[src/jtsw_pkg.sv]
// Package of constants for the test access port with serial-wire switch
package jtsw_pkg;
  localparam int IR_W = 4;
  localparam logic [3:0] IR_EXTEST = 4'h0;
  localparam logic [3:0] IR_INTEST = 4'h1;
  localparam logic [3:0] IR_SAMPLE = 4'h2;
  localparam logic [3:0] IR_ABORT = 4'h8;
  localparam logic [3:0] IR_DPACC = 4'hA;
  localparam logic [3:0] IR_APACC = 4'hB;
  localparam logic [3:0] IR_IDENT = 4'hE;
  localparam logic [3:0] IR_BYPASS = 4'hF;
  localparam logic [1:0] IR_CAPTURE = 2'h1;
  localparam int ACC_W = 35;
  localparam int ABORT_W = 35;
  localparam int ACK_W = 3;
  localparam logic [2:0] ACK_OK = 3'h2;
  localparam logic [2:0] ACK_WAIT = 3'h1;
  localparam int TAP_BUS_W = 32;
  localparam int AV_ADDR_W = 4;
  localparam logic [3:0] REG_PAD = 4'h0;
  localparam logic [3:0] REG_STATUS = 4'h4;
  localparam logic [3:0] REG_ACC = 4'h8;
  localparam int PAD_N = 5;
  localparam logic [4:0] PAD_RESET = 5'h1F;
  localparam int PAD_SEL_LSB = 0;
  localparam int PAD_PU_LSB = 8;
  localparam int ST_SWD = 0;
  localparam int ST_TAP_LSB = 4;
  localparam int ST_IR_LSB = 8;
  localparam int SYNC_STAGES = 2;
  typedef enum logic [3:0] {
    JTSW_TLR, JTSW_RTI, JTSW_SEL_DR, JTSW_CAP_DR, JTSW_SH_DR, JTSW_EX1_DR,
    JTSW_PA_DR, JTSW_EX2_DR, JTSW_UPD_DR, JTSW_SEL_IR, JTSW_CAP_IR,
    JTSW_SH_IR, JTSW_EX1_IR, JTSW_PA_IR, JTSW_EX2_IR, JTSW_UPD_IR
  } jtsw_tap_t;
endpackage

[src/jtsw_tap.sv]
// Test access port controller, shift chains, serial-wire switch and pad select
`timescale 1ns/1ps
`default_nettype none
module jtsw_tap
  import jtsw_pkg::*;
#(
  parameter logic [31:0] IDENT_VALUE = 32'h1234_5677 // Arbitrary identification value
) (
  input wire logic clock, // System clock, 20 MHz
  input wire logic nrst, // Asynchronous reset, active low
  input wire logic tck, // Test clock pin
  input wire logic tms, // Test mode select pin
  input wire logic tdi, // Test data in pin
  input wire logic trst_n, // Test reset pin, active low
  output logic tdo, // Test data out pin
  output logic tdo_oe, // Test data out enable
  output logic swd_enable, // Serial-wire mode selected
  output logic [jtsw_pkg::PAD_N-1:0] pad_alt_function_select, // Pin function select
  output logic [jtsw_pkg::PAD_N-1:0] pad_pullup_enable, // Pin pull-up enable
  output logic [jtsw_pkg::TAP_BUS_W-1:0] acc_request, // Last updated access word
  output logic acc_strobe, // One-cycle pulse on access update outside serial-wire mode
  input wire logic [jtsw_pkg::AV_ADDR_W-1:0] avs_address, // Register byte address
  input wire logic avs_read, // Read request
  input wire logic avs_write, // Write request
  input wire logic [31:0] avs_writedata, // Write data
  output logic [31:0] avs_readdata, // Read data
  output logic avs_waitrequest // Wait request
);
  import jtsw_pkg::*;

  // Elaboration checks: chain widths and pad fields are fixed by the logic below
  if (IR_W != 4) begin : g_bad_ir
    $error("jtsw_tap: instruction width must be 4");
  end
  if (ACC_W != TAP_BUS_W + ACK_W) begin : g_bad_acc
    $error("jtsw_tap: access chain must hold data and acknowledge");
  end
  if (PAD_N > PAD_PU_LSB - PAD_SEL_LSB) begin : g_bad_pad
    $error("jtsw_tap: pad fields overlap in the pad register");
  end
  if (ST_IR_LSB + IR_W > TAP_BUS_W) begin : g_bad_status
    $error("jtsw_tap: status word too narrow");
  end

  // Two-stage synchronisers, one per pin, plus a third stage for edge finding.
  // The reset level matches the pad pull-ups, so no false TCK edge follows reset.
  localparam int PIN_N = 4;
  wire [PIN_N-1:0] pin_raw = {trst_n, tdi, tms, tck};
  wire [PIN_N-1:0] pin_sync;
  wire [PIN_N-1:0] pin_last;
  for (genvar gi = 0; gi < PIN_N; gi++) begin : g_sync
    logic meta;
    logic sync;
    logic last;
    always_ff @(posedge clock or negedge nrst) begin
      if (!nrst) begin
        meta <= 1'b1;
        sync <= 1'b1;
        last <= 1'b1;
      end else begin
        meta <= pin_raw[gi];
        sync <= meta;
        last <= sync;
      end
    end
    assign pin_sync[gi] = sync;
    assign pin_last[gi] = last;
  end
  // TMS and TDI are taken one stage later so they line up with the TCK edge
  wire tms_d = pin_last[1];
  wire tdi_d = pin_last[2];
  wire tck_rise = pin_sync[0] & ~pin_last[0];
  wire tck_fall = ~pin_sync[0] & pin_last[0];
  // Test reset acts as a level; it needs the synchroniser but no edge
  wire test_reset = ~pin_sync[3];

  jtsw_tap_t state, next_state;
  always_comb begin
    case (state)
      JTSW_TLR: next_state = tms_d ? JTSW_TLR : JTSW_RTI;
      JTSW_RTI: next_state = tms_d ? JTSW_SEL_DR : JTSW_RTI;
      JTSW_SEL_DR: next_state = tms_d ? JTSW_SEL_IR : JTSW_CAP_DR;
      JTSW_CAP_DR: next_state = tms_d ? JTSW_EX1_DR : JTSW_SH_DR;
      JTSW_SH_DR: next_state = tms_d ? JTSW_EX1_DR : JTSW_SH_DR;
      JTSW_EX1_DR: next_state = tms_d ? JTSW_UPD_DR : JTSW_PA_DR;
      JTSW_PA_DR: next_state = tms_d ? JTSW_EX2_DR : JTSW_PA_DR;
      JTSW_EX2_DR: next_state = tms_d ? JTSW_UPD_DR : JTSW_SH_DR;
      JTSW_UPD_DR: next_state = tms_d ? JTSW_SEL_DR : JTSW_RTI;
      JTSW_SEL_IR: next_state = tms_d ? JTSW_TLR : JTSW_CAP_IR;
      JTSW_CAP_IR: next_state = tms_d ? JTSW_EX1_IR : JTSW_SH_IR;
      JTSW_SH_IR: next_state = tms_d ? JTSW_EX1_IR : JTSW_SH_IR;
      JTSW_EX1_IR: next_state = tms_d ? JTSW_UPD_IR : JTSW_PA_IR;
      JTSW_PA_IR: next_state = tms_d ? JTSW_EX2_IR : JTSW_PA_IR;
      JTSW_EX2_IR: next_state = tms_d ? JTSW_UPD_IR : JTSW_SH_IR;
      JTSW_UPD_IR: next_state = tms_d ? JTSW_SEL_DR : JTSW_RTI;
      default: next_state = JTSW_TLR;
    endcase
  end
  always_ff @(posedge clock or negedge nrst) begin
    if (!nrst) state <= JTSW_TLR;
    else if (test_reset) state <= JTSW_TLR;
    else if (tck_rise) state <= next_state;
  end

  // Instruction register and its decode
  logic [IR_W-1:0] ir_shift, ir;
  always_ff @(posedge clock or negedge nrst) begin
    if (!nrst) begin
      ir_shift <= '0;
      ir <= IR_IDENT;
    end else if (test_reset || state == JTSW_TLR) begin
      ir <= IR_IDENT;
    end else if (tck_rise) begin
      if (state == JTSW_CAP_IR) ir_shift <= {2'b00, IR_CAPTURE};
      else if (state == JTSW_SH_IR) ir_shift <= {tdi_d, ir_shift[IR_W-1:1]};
      if (state == JTSW_UPD_IR) ir <= ir_shift;
    end
  end
  wire sel_ident = (ir == IR_IDENT);
  wire sel_acc = (ir == IR_DPACC) || (ir == IR_APACC);
  wire sel_abort = (ir == IR_ABORT);
  wire sel_bscan = (ir == IR_SAMPLE) || (ir == IR_EXTEST) || (ir == IR_INTEST);
  wire sel_bypass = !(sel_ident || sel_acc || sel_abort || sel_bscan);

  // Data chains: one wide shifter, length picked by the instruction
  logic [ACC_W-1:0] dr_shift;
  logic [TAP_BUS_W-1:0] acc_result;
  logic acc_busy;
  wire [ACK_W-1:0] ack_field = acc_busy ? ACK_WAIT : ACK_OK;
  wire [ACC_W-1:0] dr_capture =
    sel_ident ? {3'h0, IDENT_VALUE} :
    sel_acc ? {acc_result, ack_field} :
    '0;
  // Chain lengths; the incoming bit enters at the top of the selected chain
  localparam logic [5:0] LEN_IDENT = 6'(TAP_BUS_W);
  localparam logic [5:0] LEN_ACC = 6'(ACC_W);
  localparam logic [5:0] LEN_BYPASS = 6'h01;
  wire [5:0] dr_len =
    sel_ident ? LEN_IDENT : (sel_acc || sel_abort) ? LEN_ACC : LEN_BYPASS;
  wire [ACC_W-1:0] dr_in_bit = {{(ACC_W-1){1'b0}}, tdi_d} << (dr_len - 6'd1);
  always_ff @(posedge clock or negedge nrst) begin
    if (!nrst) dr_shift <= '0;
    else if (tck_rise && state == JTSW_CAP_DR) dr_shift <= dr_capture;
    else if (tck_rise && state == JTSW_SH_DR) dr_shift <= (dr_shift >> 1) | dr_in_bit;
  end

  // Access update; result is held until the next transaction completes.
  // The result loops back one clock later, well inside the eight-to-one
  // clock ratio, so a debugger that skips the acknowledge still reads it.
  wire acc_update = tck_rise && state == JTSW_UPD_DR && sel_acc;
  always_ff @(posedge clock or negedge nrst) begin
    if (!nrst) begin
      acc_request <= '0;
      acc_strobe <= 1'b0;
      acc_busy <= 1'b0;
      acc_result <= '0;
    end else begin
      acc_strobe <= acc_update && !swd_enable;
      if (acc_update) begin
        acc_request <= dr_shift[ACC_W-1:ACK_W];
        acc_busy <= 1'b1;
      end else if (acc_busy) begin
        acc_result <= acc_request;
        acc_busy <= 1'b0;
      end
    end
  end

  // TDO changes on falling TCK; driven only while shifting
  always_ff @(posedge clock or negedge nrst) begin
    if (!nrst) begin
      tdo <= 1'b0;
      tdo_oe <= 1'b0;
    end else if (test_reset) begin
      tdo_oe <= 1'b0;
    end else if (tck_fall) begin
      tdo <= (state == JTSW_SH_IR) ? ir_shift[0] : dr_shift[0];
      tdo_oe <= !swd_enable && (state == JTSW_SH_IR || state == JTSW_SH_DR);
    end
  end

  // Switch detector: counts instruction passes with no bits shifted, then
  // watches for the walk from Select-IR back to Test-Logic-Reset. Any data
  // scan in between breaks the count, so ordinary traffic rarely trips it.
  logic [1:0] empty_passes;
  logic ir_shifted;
  wire ir_pass_end = tck_rise && state == JTSW_UPD_IR;
  wire pass_counted = empty_passes == 2'h2;
  wire preamble_exit = tck_rise && state == JTSW_SEL_IR && tms_d && pass_counted;
  wire dr_touched = tck_rise && (state == JTSW_SH_DR || state == JTSW_CAP_DR);
  wire [1:0] next_passes =
    ir_shifted ? 2'h0 : (pass_counted ? 2'h2 : empty_passes + 2'h1);
  always_ff @(posedge clock or negedge nrst) begin
    if (!nrst) begin
      empty_passes <= '0;
      ir_shifted <= 1'b0;
      swd_enable <= 1'b0;
    end else begin
      if (tck_rise && state == JTSW_CAP_IR) ir_shifted <= 1'b0;
      else if (tck_rise && state == JTSW_SH_IR) ir_shifted <= 1'b1;
      if (ir_pass_end) empty_passes <= next_passes;
      else if (dr_touched) empty_passes <= '0;
      if (preamble_exit) swd_enable <= 1'b1;
    end
  end

  // Pad configuration and status over Avalon-MM. Every access takes one wait
  // state: waitrequest drops for the cycle after the request is seen.
  wire bus_req = avs_read || avs_write;
  wire hit_pad = avs_address == REG_PAD;
  wire hit_status = avs_address == REG_STATUS;
  wire hit_acc = avs_address == REG_ACC;
  wire wr_pad = avs_write && hit_pad && !avs_waitrequest;
  wire [31:0] pad_word = {19'h0, pad_pullup_enable, 3'h0, pad_alt_function_select};
  wire [31:0] status_word = {20'h0, ir, state, 3'h0, swd_enable};
  wire [31:0] rd_mux =
    hit_pad ? pad_word :
    hit_status ? status_word :
    hit_acc ? acc_request : 32'h0000_0000;
  always_ff @(posedge clock or negedge nrst) begin
    if (!nrst) begin
      pad_alt_function_select <= PAD_RESET;
      pad_pullup_enable <= PAD_RESET;
      avs_readdata <= '0;
      avs_waitrequest <= 1'b1;
    end else begin
      avs_waitrequest <= !(avs_waitrequest && bus_req);
      // Writes land on the edge that completes the transfer for the master
      if (wr_pad) begin
        pad_alt_function_select <= avs_writedata[PAD_SEL_LSB +: PAD_N];
        pad_pullup_enable <= avs_writedata[PAD_PU_LSB +: PAD_N];
      end
      // Read data is taken a cycle early so it stands when waitrequest drops
      if (avs_read && avs_waitrequest) avs_readdata <= rd_mux;
    end
  end
endmodule // jtsw_tap
`default_nettype wire

[config.mk]
export PLATFORM = sky130hd
export DESIGN_NAME = jtsw_tap
export DESIGN_NICKNAME = d
export VERILOG_FILES = /design/src/jtsw_pkg.sv /design/src/jtsw_tap.sv
export SDC_FILE = /design/constraint.sdc
export NUM_CORES = 1
export LEC_CHECK = 0
export BUFFER_PORTS_ARGS = -buffer_cell sky130_fd_sc_hd__buf_2
export CORE_MARGIN = 5
export CORE_UTILIZATION = 44
export DETAILED_ROUTE_END_ITERATION = 10
export SLEW_MARGIN = 20
export SYNTH_ARGS = -nofsm -noshare
export SYNTH_HDL_FRONTEND = slang
export SYNTH_SLANG_ARGS = --single-unit
export TNS_END_PERCENT = 20
[constraint.sdc]
create_clock -name clock -period 5.6 [get_ports clock]
set_input_delay 0.84 -clock clock [delete_from_list [all_inputs] [get_ports clock]]
set_output_delay 0.84 -clock clock [all_outputs]
set_load 0.05 [all_outputs]
---- After elaboration in Yosys (flattened, before gate mapping) ----
Index checks and enable logic that the tools add are counted.
W data, S select, Z words.
cells by class
  add/sub/neg operators ................... 2
  eq/ne operators ......................... 24
  shift-type cells ........................ 1
  multiplexer cells ....................... 40
  bitwise logic cells ..................... 8
  reductions and logical operators ........ 41
operators with widths
  cell                   number
  $mux W35               4
  $mux W32               3
  $eq A4 B4 Y1 const B   13
  $pmux W4 S12           1
  $mux W4                11
  $or A34 B35 Y35        1
  $shl A1 B6 Y35         1
  $eq A4 B3 Y1 const B   5
  $logic_and A1 B1 Y1    17
  $mux W2                8
  $mux W6                2
  $reduce_bool A2 Y1     6
  $mux W1                9
  $eq A4 B2 Y1 const B   2
  $logic_not A4 Y1       2
  $logic_or A1 B1 Y1     6
  $mux W3                2
  $reduce_and A2 Y1      3
  $sub A6 B1 Y6 const B  1
  $not A1 Y1             5
  $eq A4 B1 Y1 const B   1
  $ne A2 B1 Y1 const B   2
  $reduce_or A2 Y1       2
  $logic_not A1 Y1       3
  other kinds (5)        6
word-level totals
  bits in registers ....................... 173
  bits of input ports ..................... 44
  output and inout port bits .............. 79
  word-level logic and storage cells ...... 144

---- Longest topological paths before layout ----
Gate-level depths: netlist (run 1).
  word-level depth ........................ 10
  mapped depth ............................ 7
  mapped depth without buffers ............ 4

---- Worst setup path before layout (run 1) ----
Ideal clock, no wire load.
  path type ............................... input to register
  start ................................... input port avs_address[3] (netlist bit)
  end ..................................... register pad_alt_function_select[0] (netlist bit)
  library setup time ...................... 0.082 ns
  arrival time ............................ 1.947 ns
  required time ........................... 5.518 ns
  slack ................................... 3.571 ns
  cell stages on the path ................. 5
  buffers on the path ..................... 2
  cell sequence ........................... clkbuf_1 > nor4_2 > nand3b_1 > buf_2 > mux2_2
between the ends
  cells in the longest elaborated chain, start to end .. 3
ends and longest elaborated chain
  item                              line             source
  start, declared                   jtsw_tap.sv:22   input wire logic [jtsw_pkg::AV_ADDR_W-1:0] avs_address,
  $logic_not A4 Y1                  jtsw_tap.sv:210  wire hit_pad = avs_address == REG_PAD;
  $logic_and A1 B1 Y1 (2 in a row)  jtsw_tap.sv:213  wire wr_pad = avs_write && hit_pad && !avs_waitrequest;
  end signal, assigned              jtsw_tap.sv:230  pad_alt_function_select <= avs_writedata[PAD_SEL_LSB +: PAD_N];
  end, declared                     jtsw_tap.sv:18   output logic [jtsw_pkg::PAD_N-1:0] pad_alt_function_select,
Every way passes these cells.
A chain may end at the register's enable or synchronous reset.

---- Final worst setup path (run 1) ----
  start ................................... register ir[3]
  end ..................................... register acc_result[29]
between the ends
  cells in the longest elaborated chain, start to end .. 5
  elaborated cells on any way between the ends .. 6
  those cells by class .................... eq/ne (2); bitwise (1); reduce/logical (3)
ends and longest elaborated chain
  item                             line             source
  start, declared                  jtsw_tap.sv:106  logic [IR_W-1:0] ir_shift, ir;
  start signal, assigned           jtsw_tap.sv:116  if (state == JTSW_UPD_IR) ir <= ir_shift;
  $eq A4 B4 Y1                     jtsw_tap.sv:120  wire sel_acc = (ir == IR_DPACC) || (ir == IR_APACC);
  $logic_or A1 B1 Y1 (*)           jtsw_tap.sv:120
  $logic_and A1 B1 Y1 (*)          jtsw_tap.sv:150  wire acc_update = tck_rise && state == JTSW_UPD_DR && sel_acc;
  $not A1 Y1 (no line) (*)         --
  $reduce_and A2 Y1 (no line) (*)  --
  end signal, assigned             jtsw_tap.sv:163  acc_result <= acc_request;
  end, declared                    jtsw_tap.sv:127  logic [TAP_BUS_W-1:0] acc_result;
Every way passes the cells marked *; elsewhere a longest branch is shown, timed or not.

==> out/results.tsv, run 1 <==
metric	value	unit
nets	771	
drc	0	
muxShareOfSynthArea	13.0	%
syn_area	7430	um2
end_kind	flip-flop	
ys_types	53	
max_stage_delay	700	ps
reg2reg_setup_slack	2670	ps
dp.cells	926	
ant_nets	0	
rows	47	
max_slew_margin	35.6	%
first_iter_violations	355	
synth_area_leaders	dfrtp_1 50%, mux2_2 11%, dfstp_2 8.8%	
outcome	completed	
timing.rr.start	ir[3]	
reg2reg_depth	5	
powerDensity	311	nW/um2
synth_xor_area_share	0.118	%
synth_warnings	0	
clk_pin_slew_worst_paths	70	ps
grt_start_max_net_pins	70	
syn_nets	693	
r2r-end	acc_result[29]	
via_per_inst	5.45	
maxSlewViolCount	0	
start_util	44.8	%
grt_use_total	18.3	%
grt_pass1_vias	5496	
tightest_slew	966	ps
place_area	8030	um2
vias	5223	
crit_type	flip-flop to flip-flop	
crit_slowest_cell	and3b_1	
hold_path.class	input port to async pin	
synth_edf_count	0	
crit_chain	and3b_1 -> nand3_1 -> nand2_1 -> buf_4 -> mux2_2	
critPathTopFamily	simple AND/OR/NAND/NOR gates	
grt_pass1_wl	29000	um
period_share	52.3	%
die_w	140	um
htreeDepth	4	
maxCapViolations	0	
arrival	3230	ps
ctsHoldBuffers	0	
vdd_drop_max	0.205	mV
routedWlPerCell	18.2	um
drive_gt1_share	34.8	%
gp_congestion	0.798	
yosys.area.top_type	dfrtp_1	
drt_first_pass_iters	4	
power	2.68	mW
final_cells	958	
synth_top_area_share	49.8	%
cts_setup_buffers	0	
leakagePower	4.10	nW
worstPathRequired	5910	ps
ys.flop_type	dfrtp_1	
insertion_delay	430	ps
finalWirelength	17500	um
path_buf_inv	1	
dpl.hpwl	11300	um
synth-simple-area-share	11.3	%
dieArea	19600	um2
whs	355	ps
hold_viol	0	
die_height	140	um
cts_buffer_depth	2	
synth_top_family_by_area	compound AO/OA/AOI/OAI gates	
cts_tree	done	
finalSetupViolCount	0	
cts_buffers	17	
stdcell_area	8600	um2
portBuffers	100	
cts-root-buf	clkbuf_16	
ys_seq_area_share	58.7	%
postCtsResizedCells	0	
synth_cells	647	
diodes	0	
rsz0062_at_grt	no	
grt_antenna_before_repair	0	
core	16600	um2
synthAdderAreaFrac	0.337	%
avgSynthCellArea	11.5	um2
timing.fmax	0.342	GHz
cts_sinks	173	
ios	123	
synth-seq-cells	173	
period_minus_slack	2930	ps
ys_async_sr_fraction	100	%
overflow	0	
cp_max_fo	24	
fin_skew	13.3	ps
synth-compound-area-share	13.0	%
setup_tns	0	ps
areaGrowthSynthToFinish	15.7	%
startpoint_type	flip-flop	
[cells in the final DEF, fill, tap and decap left out, types with 13 or more instances in the layout]
cell type  Yosys  final
dfstp_2       25     25
buf_2         12     99
a21oi_1       23     23
nor2_1        36     36
mux2_2        75     75
a22oi_1       21     21
dfrtp_1      148    148
nand2_1       97     97
clkbuf_16      0     17
o21ai_0       63     63
o31ai_2       13     13
[worst max-delay path by stage]
| stage | slack (ps) | endpoint | start | cells past startpoint |
|---|---|---|---|---|
| final | 2670 | acc_result[29] | ir[3] | 5 |
| after global routing | 2520 | acc_result[24] | ir[3] | 5 |
| after CTS | 2680 | acc_result[29] | ir[3] | 5 |
| after detailed placement | 2690 | acc_result[26] | ir[3] | 5 |
| after global placement | 2710 | acc_result[28] | ir[3] | 5 |
| after floorplan | 3570 | pad_alt_function_select[0] | avs_address[3] | 5 |
[layer usage]
metal	vias up	track usage (%)	share of wire, %
met5	-	0	0
met4	0	5.56	1.2
met3	27	4.26	5.8
met2	173	28.8	46
met1	2594	25.6	47
li1	2429	-	-
[cells by family after synthesis]
logic type               count (synthesis)
AO/OA/AOI/OAI                          146
XOR/XNOR                                 1
adder cells (fa/ha/maj)                  2
buffers and inverters                   56
flip-flops                             173
multiplexers                            87
AND/OR/NAND/NOR                        182
[Yosys cell counts, types with 7 or more instances]
master    number
a21oi_1       23
a22oi_1       21
buf_2         12
clkbuf_1      26
dfrtp_1      148
dfstp_2       25
inv_1          8
mux2_2        75
mux2i_1       12
nand2_1       97
nand3_1       10
nor2_1        36
nor2b_1        7
o21ai_0       63
o31ai_2       13
[registers in the layout, indices dropped and copies added (netlist names)]
| signal | flops |
|---|---|
| dr_shift | 35 |
| acc_request | 32 |
| acc_result | 32 |
| avs_readdata | 32 |
| pad_alt_function_select | 5 |
| pad_pullup_enable | 5 |
| g_sync.meta | 4 |
| g_sync.sync | 4 |
| ir | 4 |
| ir_shift | 4 |
| state | 4 |
| g_sync.last | 3 |
| empty_passes | 2 |
| acc_busy | 1 |
| acc_strobe | 1 |
| avs_waitrequest | 1 |
| ir_shifted | 1 |
| swd_enable | 1 |
| tdo | 1 |
| tdo_oe | 1 |
[power breakdown]
group,total (mW),internal [mW],switching (mW)
sequential,1.32,1.29,0.0271
clock,1.15,0.660,0.486
combinational,0.210,0.0507,0.160
total,2.68,2.01,0.672
[stage by stage]
step | setup slack (ps) | utilization [%]
final | 2670 | 51.9
after global routing | 2520 | 51.9
after CTS | 2680 | 51.9
after detailed placement | 2690 | 48.4
after global placement | 2710 | 48.4
after floorplan | 3570 | -
[layout make-up]
type / count / area (um2)
Clock buffer: 23 / 488
Clock inverter: 9 / 83.8
Fill cell: 1509 / 7980
Sequential cell: 173 / 4360
Multi-Input combinational cell: 418 / 2810
Tap cell: 220 / 275
Inverter: 8 / 30.0
Timing Repair Buffer: 107 / 559
Power figures use the tool's default switching activity.
==> run 2: changes to the inputs <==
--- a/config.mk
+++ b/config.mk
@@ -9,6 +9,7 @@
 export CORE_MARGIN = 5
 export CORE_UTILIZATION = 44
 export DETAILED_ROUTE_END_ITERATION = 10
+export PLACE_DENSITY = 0.67
 export SLEW_MARGIN = 20
 export SYNTH_ARGS = -nofsm -noshare
 export SYNTH_HDL_FRONTEND = slang
==> constraint.sdc (replaced) <==
create_clock -name clock -period 2.55 [get_ports clock]
set_input_delay 0.3825 -clock clock [delete_from_list [all_inputs] [get_ports clock]]
set_output_delay 0.3825 -clock clock [all_outputs]
set_load 0.05 [all_outputs]
==> out/results.tsv, run 2 (same netlist as run 1, synthesis figures left out) <==
metric	value	unit	change
areaGrowthSynthToFinish	18.0	%	was 15.7%
vdd_drop_max	0.492	mV	was 0.205 mV
gr-usage-met1	24.2	%	was 25.6%
whs	44.7	ps	was 355 ps
seqPwrFrac	49.0	%	was 49.3%
hold_path.class	input port to flip-flop		was input port to async pin
routedWlPerCell	17.7	um	was 18.2 um
netSwitchingPower	1.49	mW	was 0.672 mW
largest_reg_flops	35		unchanged
power_switching_share	25.3	%	was 25.1%
die_w	140	um	unchanged
grt_use_total	18.1	%	was 18.3%
cts-root-buf	clkbuf_16		unchanged
worstPathRequired	2890	ps	was 5910 ps
via_per_inst	5.39		was 5.45
finalWirelength	17200	um	was 17500 um
maxCapViolations	0		unchanged
comb_power_share	8.2	%	was 7.9%
ant_nets	0		unchanged
layout_common_cells	148 x dfrtp_1, 99 x buf_2, 97 x nand2_1, 75 x mux2_2, 63 x o21ai_0		unchanged
grt_pass1_vias	5440		was 5496
first_iter_violations	294		was 355
cp_max_fo	46		was 24
p_int	4.41	mW	was 2.01 mW
final_common_cell	dfrtp_1		unchanged
diodes	0		unchanged
period_minus_slack	2110	ps	was 2930 ps
cts_setup_buffers	0		unchanged
max_slew_margin	56.2	%	was 35.6%
p_clk_share	42.8	%	about the same
power	5.91	mW	was 2.68 mW
startpoint_type	flip-flop		unchanged
timing.fmax	0.475	GHz	was 0.342 GHz
overflow	0		unchanged
largest_register	dr_shift		unchanged
gp_congestion	0.830		was 0.798
arrival	2440	ps	was 3230 ps
drt_first_pass_iters	4		unchanged
end_kind	flip-flop		unchanged
htreeDepth	4		unchanged
grt_start_max_net_pins	61		was 70
dieArea	19600	um2	unchanged
leakagePower	4.19	nW	was 4.10 nW
cts_tree	done		unchanged
core	16600	um2	unchanged
setup_tns	0	ps	unchanged
grt_use_met2	29.3	%	was 28.8%
outcome	completed		unchanged
ios	123		unchanged
busiest_layer	met2		unchanged
die_height	140	um	unchanged
rsz0062_at_grt	no		unchanged
insertion_delay	430	ps	about the same
period_share	82.6	%	was 52.3%
tightest_slew	653	ps	was 966 ps
clk_pin_slew_worst_paths	70	ps	about the same
grt_antenna_before_repair	0		unchanged
maxSlewViolCount	0		unchanged
finalSetupViolCount	0		unchanged
crit_type	flip-flop to flip-flop		unchanged
cts_buffers	17		unchanged
hold_viol	0		unchanged
vias	5242		was 5223
drc	0		unchanged
drive_gt1_share	36.1	%	was 34.8%
use_met3	4.57	%	was 4.26%
powerDensity	674	nW/um2	was 311 nW/um2
nets	786		was 771
fin_skew	8.45	ps	was 13.3 ps
fin_util	52.9	%	was 51.9%
grt_pass1_wl	28500	um	was 29000 um
portBuffers	100		unchanged
dpl.hpwl	11800	um	was 11300 um
reg2reg_setup_slack	440	ps	was 2670 ps
rows	47		unchanged
cts_sinks	173		unchanged
start_util	44.8	%	unchanged
cts_buffer_depth	2		unchanged
run 2: area by class of cell:
type / count / area [um2]
fill: 1466 / 7810
sequential: 173 / 4360
multi-input combinational: 418 / 2810
timing repair buffer: 122 / 724
clock buffer: 18 / 429
tap: 220 / 275
clock inverter: 14 / 145
inverter: 8 / 30.0
run 2: what timing repair did:
item                       4_1_cts  5_1_grt
gates resized for setup          0        0
setup endpoints to repair        0        0
hold buffers                     1        0
hold endpoints to repair        41        0
run 2: worst paths after layout:
check                                from              endpoint  cells past startpoint
max in group asynchronous            nrst  pad_pullup_enable[3]                      3
hold / removal                        tdi        g_sync[2].meta                      1
setup / recovery                 state[1]          dr_shift[18]                      4
hold reg to reg            g_sync[3].meta        g_sync[3].sync                      0
min in group asynchronous            nrst      avs_readdata[27]                      2
setup reg to reg                 state[1]          dr_shift[18]                      4
run 2: critical path: stages, from the launching register on:
cell,delay [ps]
dfrtp_1,510
or3b_1,410
a211o_2,540
buf_12,270
o31ai_2,270
run 2: metrics by stage:
stage | setup WS [ps] | instances | cell area [um2]
after floorplan | 710 | 647 | 7430
after global placement | 479 | 940 | 8190
after detailed placement | 445 | 940 | 8190
after CTS | 443 | 973 | 8770
after global routing | 304 | 973 | 8770
final | 445 | 973 | 8770
run 2: power groups by stage:
stage	Combinational, mW	Clock, mW	Sequential, mW
after global routing	0.524	2.71	2.90
after global placement	0.482	0	2.94
after floorplan	0.132	0	3.12
after detailed placement	0.490	0	2.94
after CTS	0.492	2.57	2.89
final	0.484	2.53	2.89
run 2: layer usage:
layer / wire length, um / part of all wire [%]
met3: 875 / 5.1
met5: 0 / 0
met1: 7770 / 45
met4: 269 / 1.6
met2: 8270 / 48
==> run 3: changes to the inputs <==
--- a/config.mk
+++ b/config.mk
@@ -9,7 +9,6 @@
 export CORE_MARGIN = 5
 export CORE_UTILIZATION = 44
 export DETAILED_ROUTE_END_ITERATION = 10
-export PLACE_DENSITY = 0.67
 export SLEW_MARGIN = 20
 export SYNTH_ARGS = -nofsm -noshare
 export SYNTH_HDL_FRONTEND = slang
==> constraint.sdc (replaced) <==
create_clock -name clock -period 2.15 [get_ports clock]
set_input_delay 0.3225 -clock clock [delete_from_list [all_inputs] [get_ports clock]]
set_output_delay 0.3225 -clock clock [all_outputs]
set_load 0.05 [all_outputs]
==> out/results.tsv, run 3 (same netlist as run 1, synthesis figures left out) <==
metric	value	unit	change
vias	5282		was 5242
cts_tree	done		unchanged
crit_type	flip-flop to flip-flop		unchanged
cts_buffers	17		unchanged
grt_pass1_wl	29300	um	was 28500 um
cts-root-buf	clkbuf_16		unchanged
clk_pin_slew_worst_paths	60	ps	was 70 ps
cp-endpoint	dr_shift[18]		unchanged
cp_max_fo	14		was 46
areaGrowthSynthToFinish	19.6	%	was 18.0%
grt_antenna_before_repair	0		unchanged
setup_tns	0	ps	unchanged
postCtsResizedCells	0		unchanged
cts_setup_buffers	0		unchanged
cts_buffer_depth	2		unchanged
cts_sinks	173		unchanged
max_slew_margin	52.1	%	was 56.2%
hold_path.class	input port to flip-flop		unchanged
grt_start_max_net_pins	49		was 61
period_share	90.0	%	was 82.6%
startpoint_type	flip-flop		unchanged
finalSetupViolCount	0		unchanged
nets	799		was 786
tightest_slew	719	ps	was 653 ps
routedWlPerCell	17.9	um	was 17.7 um
maxCapViolations	0		unchanged
via_per_inst	5.36		was 5.39
worstPathRequired	2480	ps	was 2890 ps
dpl.hpwl	12000	um	was 11800 um
diodes	0		unchanged
fin_skew	6.24	ps	was 8.45 ps
power	7.03	mW	was 5.91 mW
reg2reg_depth	4		unchanged
final_common_cell	dfrtp_1		unchanged
first_iter_violations	360		was 294
outcome	completed		unchanged
grt_pass1_vias	5516		was 5440
start_util	44.8	%	unchanged
end_kind	flip-flop		unchanged
finalWirelength	17600	um	was 17200 um
largest_register	dr_shift		unchanged
timing.rr.start	ir[2]		was state[1]
hold_viol	0		unchanged
arrival	2260	ps	was 2440 ps
core	16600	um2	unchanged
rsz0062_at_grt	no		unchanged
vdd_drop_max	0.525	mV	was 0.492 mV
portBuffers	100		unchanged
gp_congestion	0.828		was 0.830
dieArea	19600	um2	unchanged
maxSlewViolCount	0		unchanged
overflow	0		unchanged
ios	123		unchanged
largest_reg_flops	35		unchanged
die_w	140	um	unchanged
grt_use_total	18.6	%	was 18.1%
htreeDepth	4		unchanged
timing.fmax	0.517	GHz	was 0.475 GHz
die_height	140	um	unchanged
layout_common_cells	148 x dfrtp_1, 99 x buf_2, 97 x nand2_1, 75 x mux2_2, 63 x o21ai_0		unchanged
period_minus_slack	1930	ps	was 2110 ps
ant_nets	0		unchanged
drive_gt1_share	36.6	%	was 36.1%
powerDensity	791	nW/um2	was 674 nW/um2
leakagePower	4.26	nW	was 4.19 nW
r2r-end	dr_shift[18]		unchanged
startpoint	ir[2]		was state[1]
rows	47		unchanged
insertion_delay	420	ps	was 430 ps
reg2reg_setup_slack	220	ps	was 440 ps
drc	0		unchanged
drt_first_pass_iters	4		unchanged
[run 3: worst max-delay path, cell delays in order (launching register included)]
cell	delay [ps]
dfstp_2	600
and4b_1	270
or3_1	600
a21oi_1	110
o31ai_2	260
[run 3: metrics by stage]
stage | cell area [um2] | util [%] | hold slack (ps) | setup WS, ps | instances
2_1_floorplan | 7430 | - | 26.9 | 310 | 647
3_3_place_gp | 8270 | 49.8 | 283 | 221 | 949
3_5_place_dp | 8270 | 49.8 | 288 | 229 | 949
4_1_cts | 8890 | 53.6 | 53.2 | 212 | 986
5_1_grt | 8890 | 53.6 | 64.3 | 44.4 | 986
6_report | 8890 | 53.6 | 74.3 | 215 | 986
[run 3: power by group]
part / switching, mW / internal (mW)
Sequential: 0.0593 / 3.37
Combinational: 0.433 / 0.155
Clock: 1.29 / 1.72
[run 3: layout make-up]
class / count / area (um2)
inverter: 8 / 30.0
clock inverter: 13 / 140
sequential: 173 / 4360
multi-input combinational: 418 / 2810
fill: 1504 / 7690
tap: 220 / 275
clock buffer: 19 / 433
timing repair buffer: 135 / 845
[run 3: what timing repair did]
item	CTS	global route
hold buffers	5	0
endpoints found under the setup margin	0	0
endpoints found under the hold margin	44	0
[run 3: worst min path at each step]
stage	from	endpoint	depth (start not counted)
6_report	avs_write	avs_waitrequest	2
5_1_grt	avs_write	avs_waitrequest	2
4_1_cts	avs_read	avs_waitrequest	2
3_5_place_dp	nrst	avs_readdata[23]	1
3_3_place_gp	nrst	avs_readdata[25]	1
2_1_floorplan	nrst	acc_busy	0
[run 3: metal layers]
| layer | routed length, um | vias up | GRT usage (%) |
|---|---|---|---|
| li1 | - | 2479 | - |
| met1 | 8280 | 2652 | 25.7 |
| met2 | 8210 | 142 | 28.8 |
| met3 | 1030 | 9 | 5.39 |
| met4 | 108 | 0 | 5.20 |
| met5 | 0 | - | 0 |
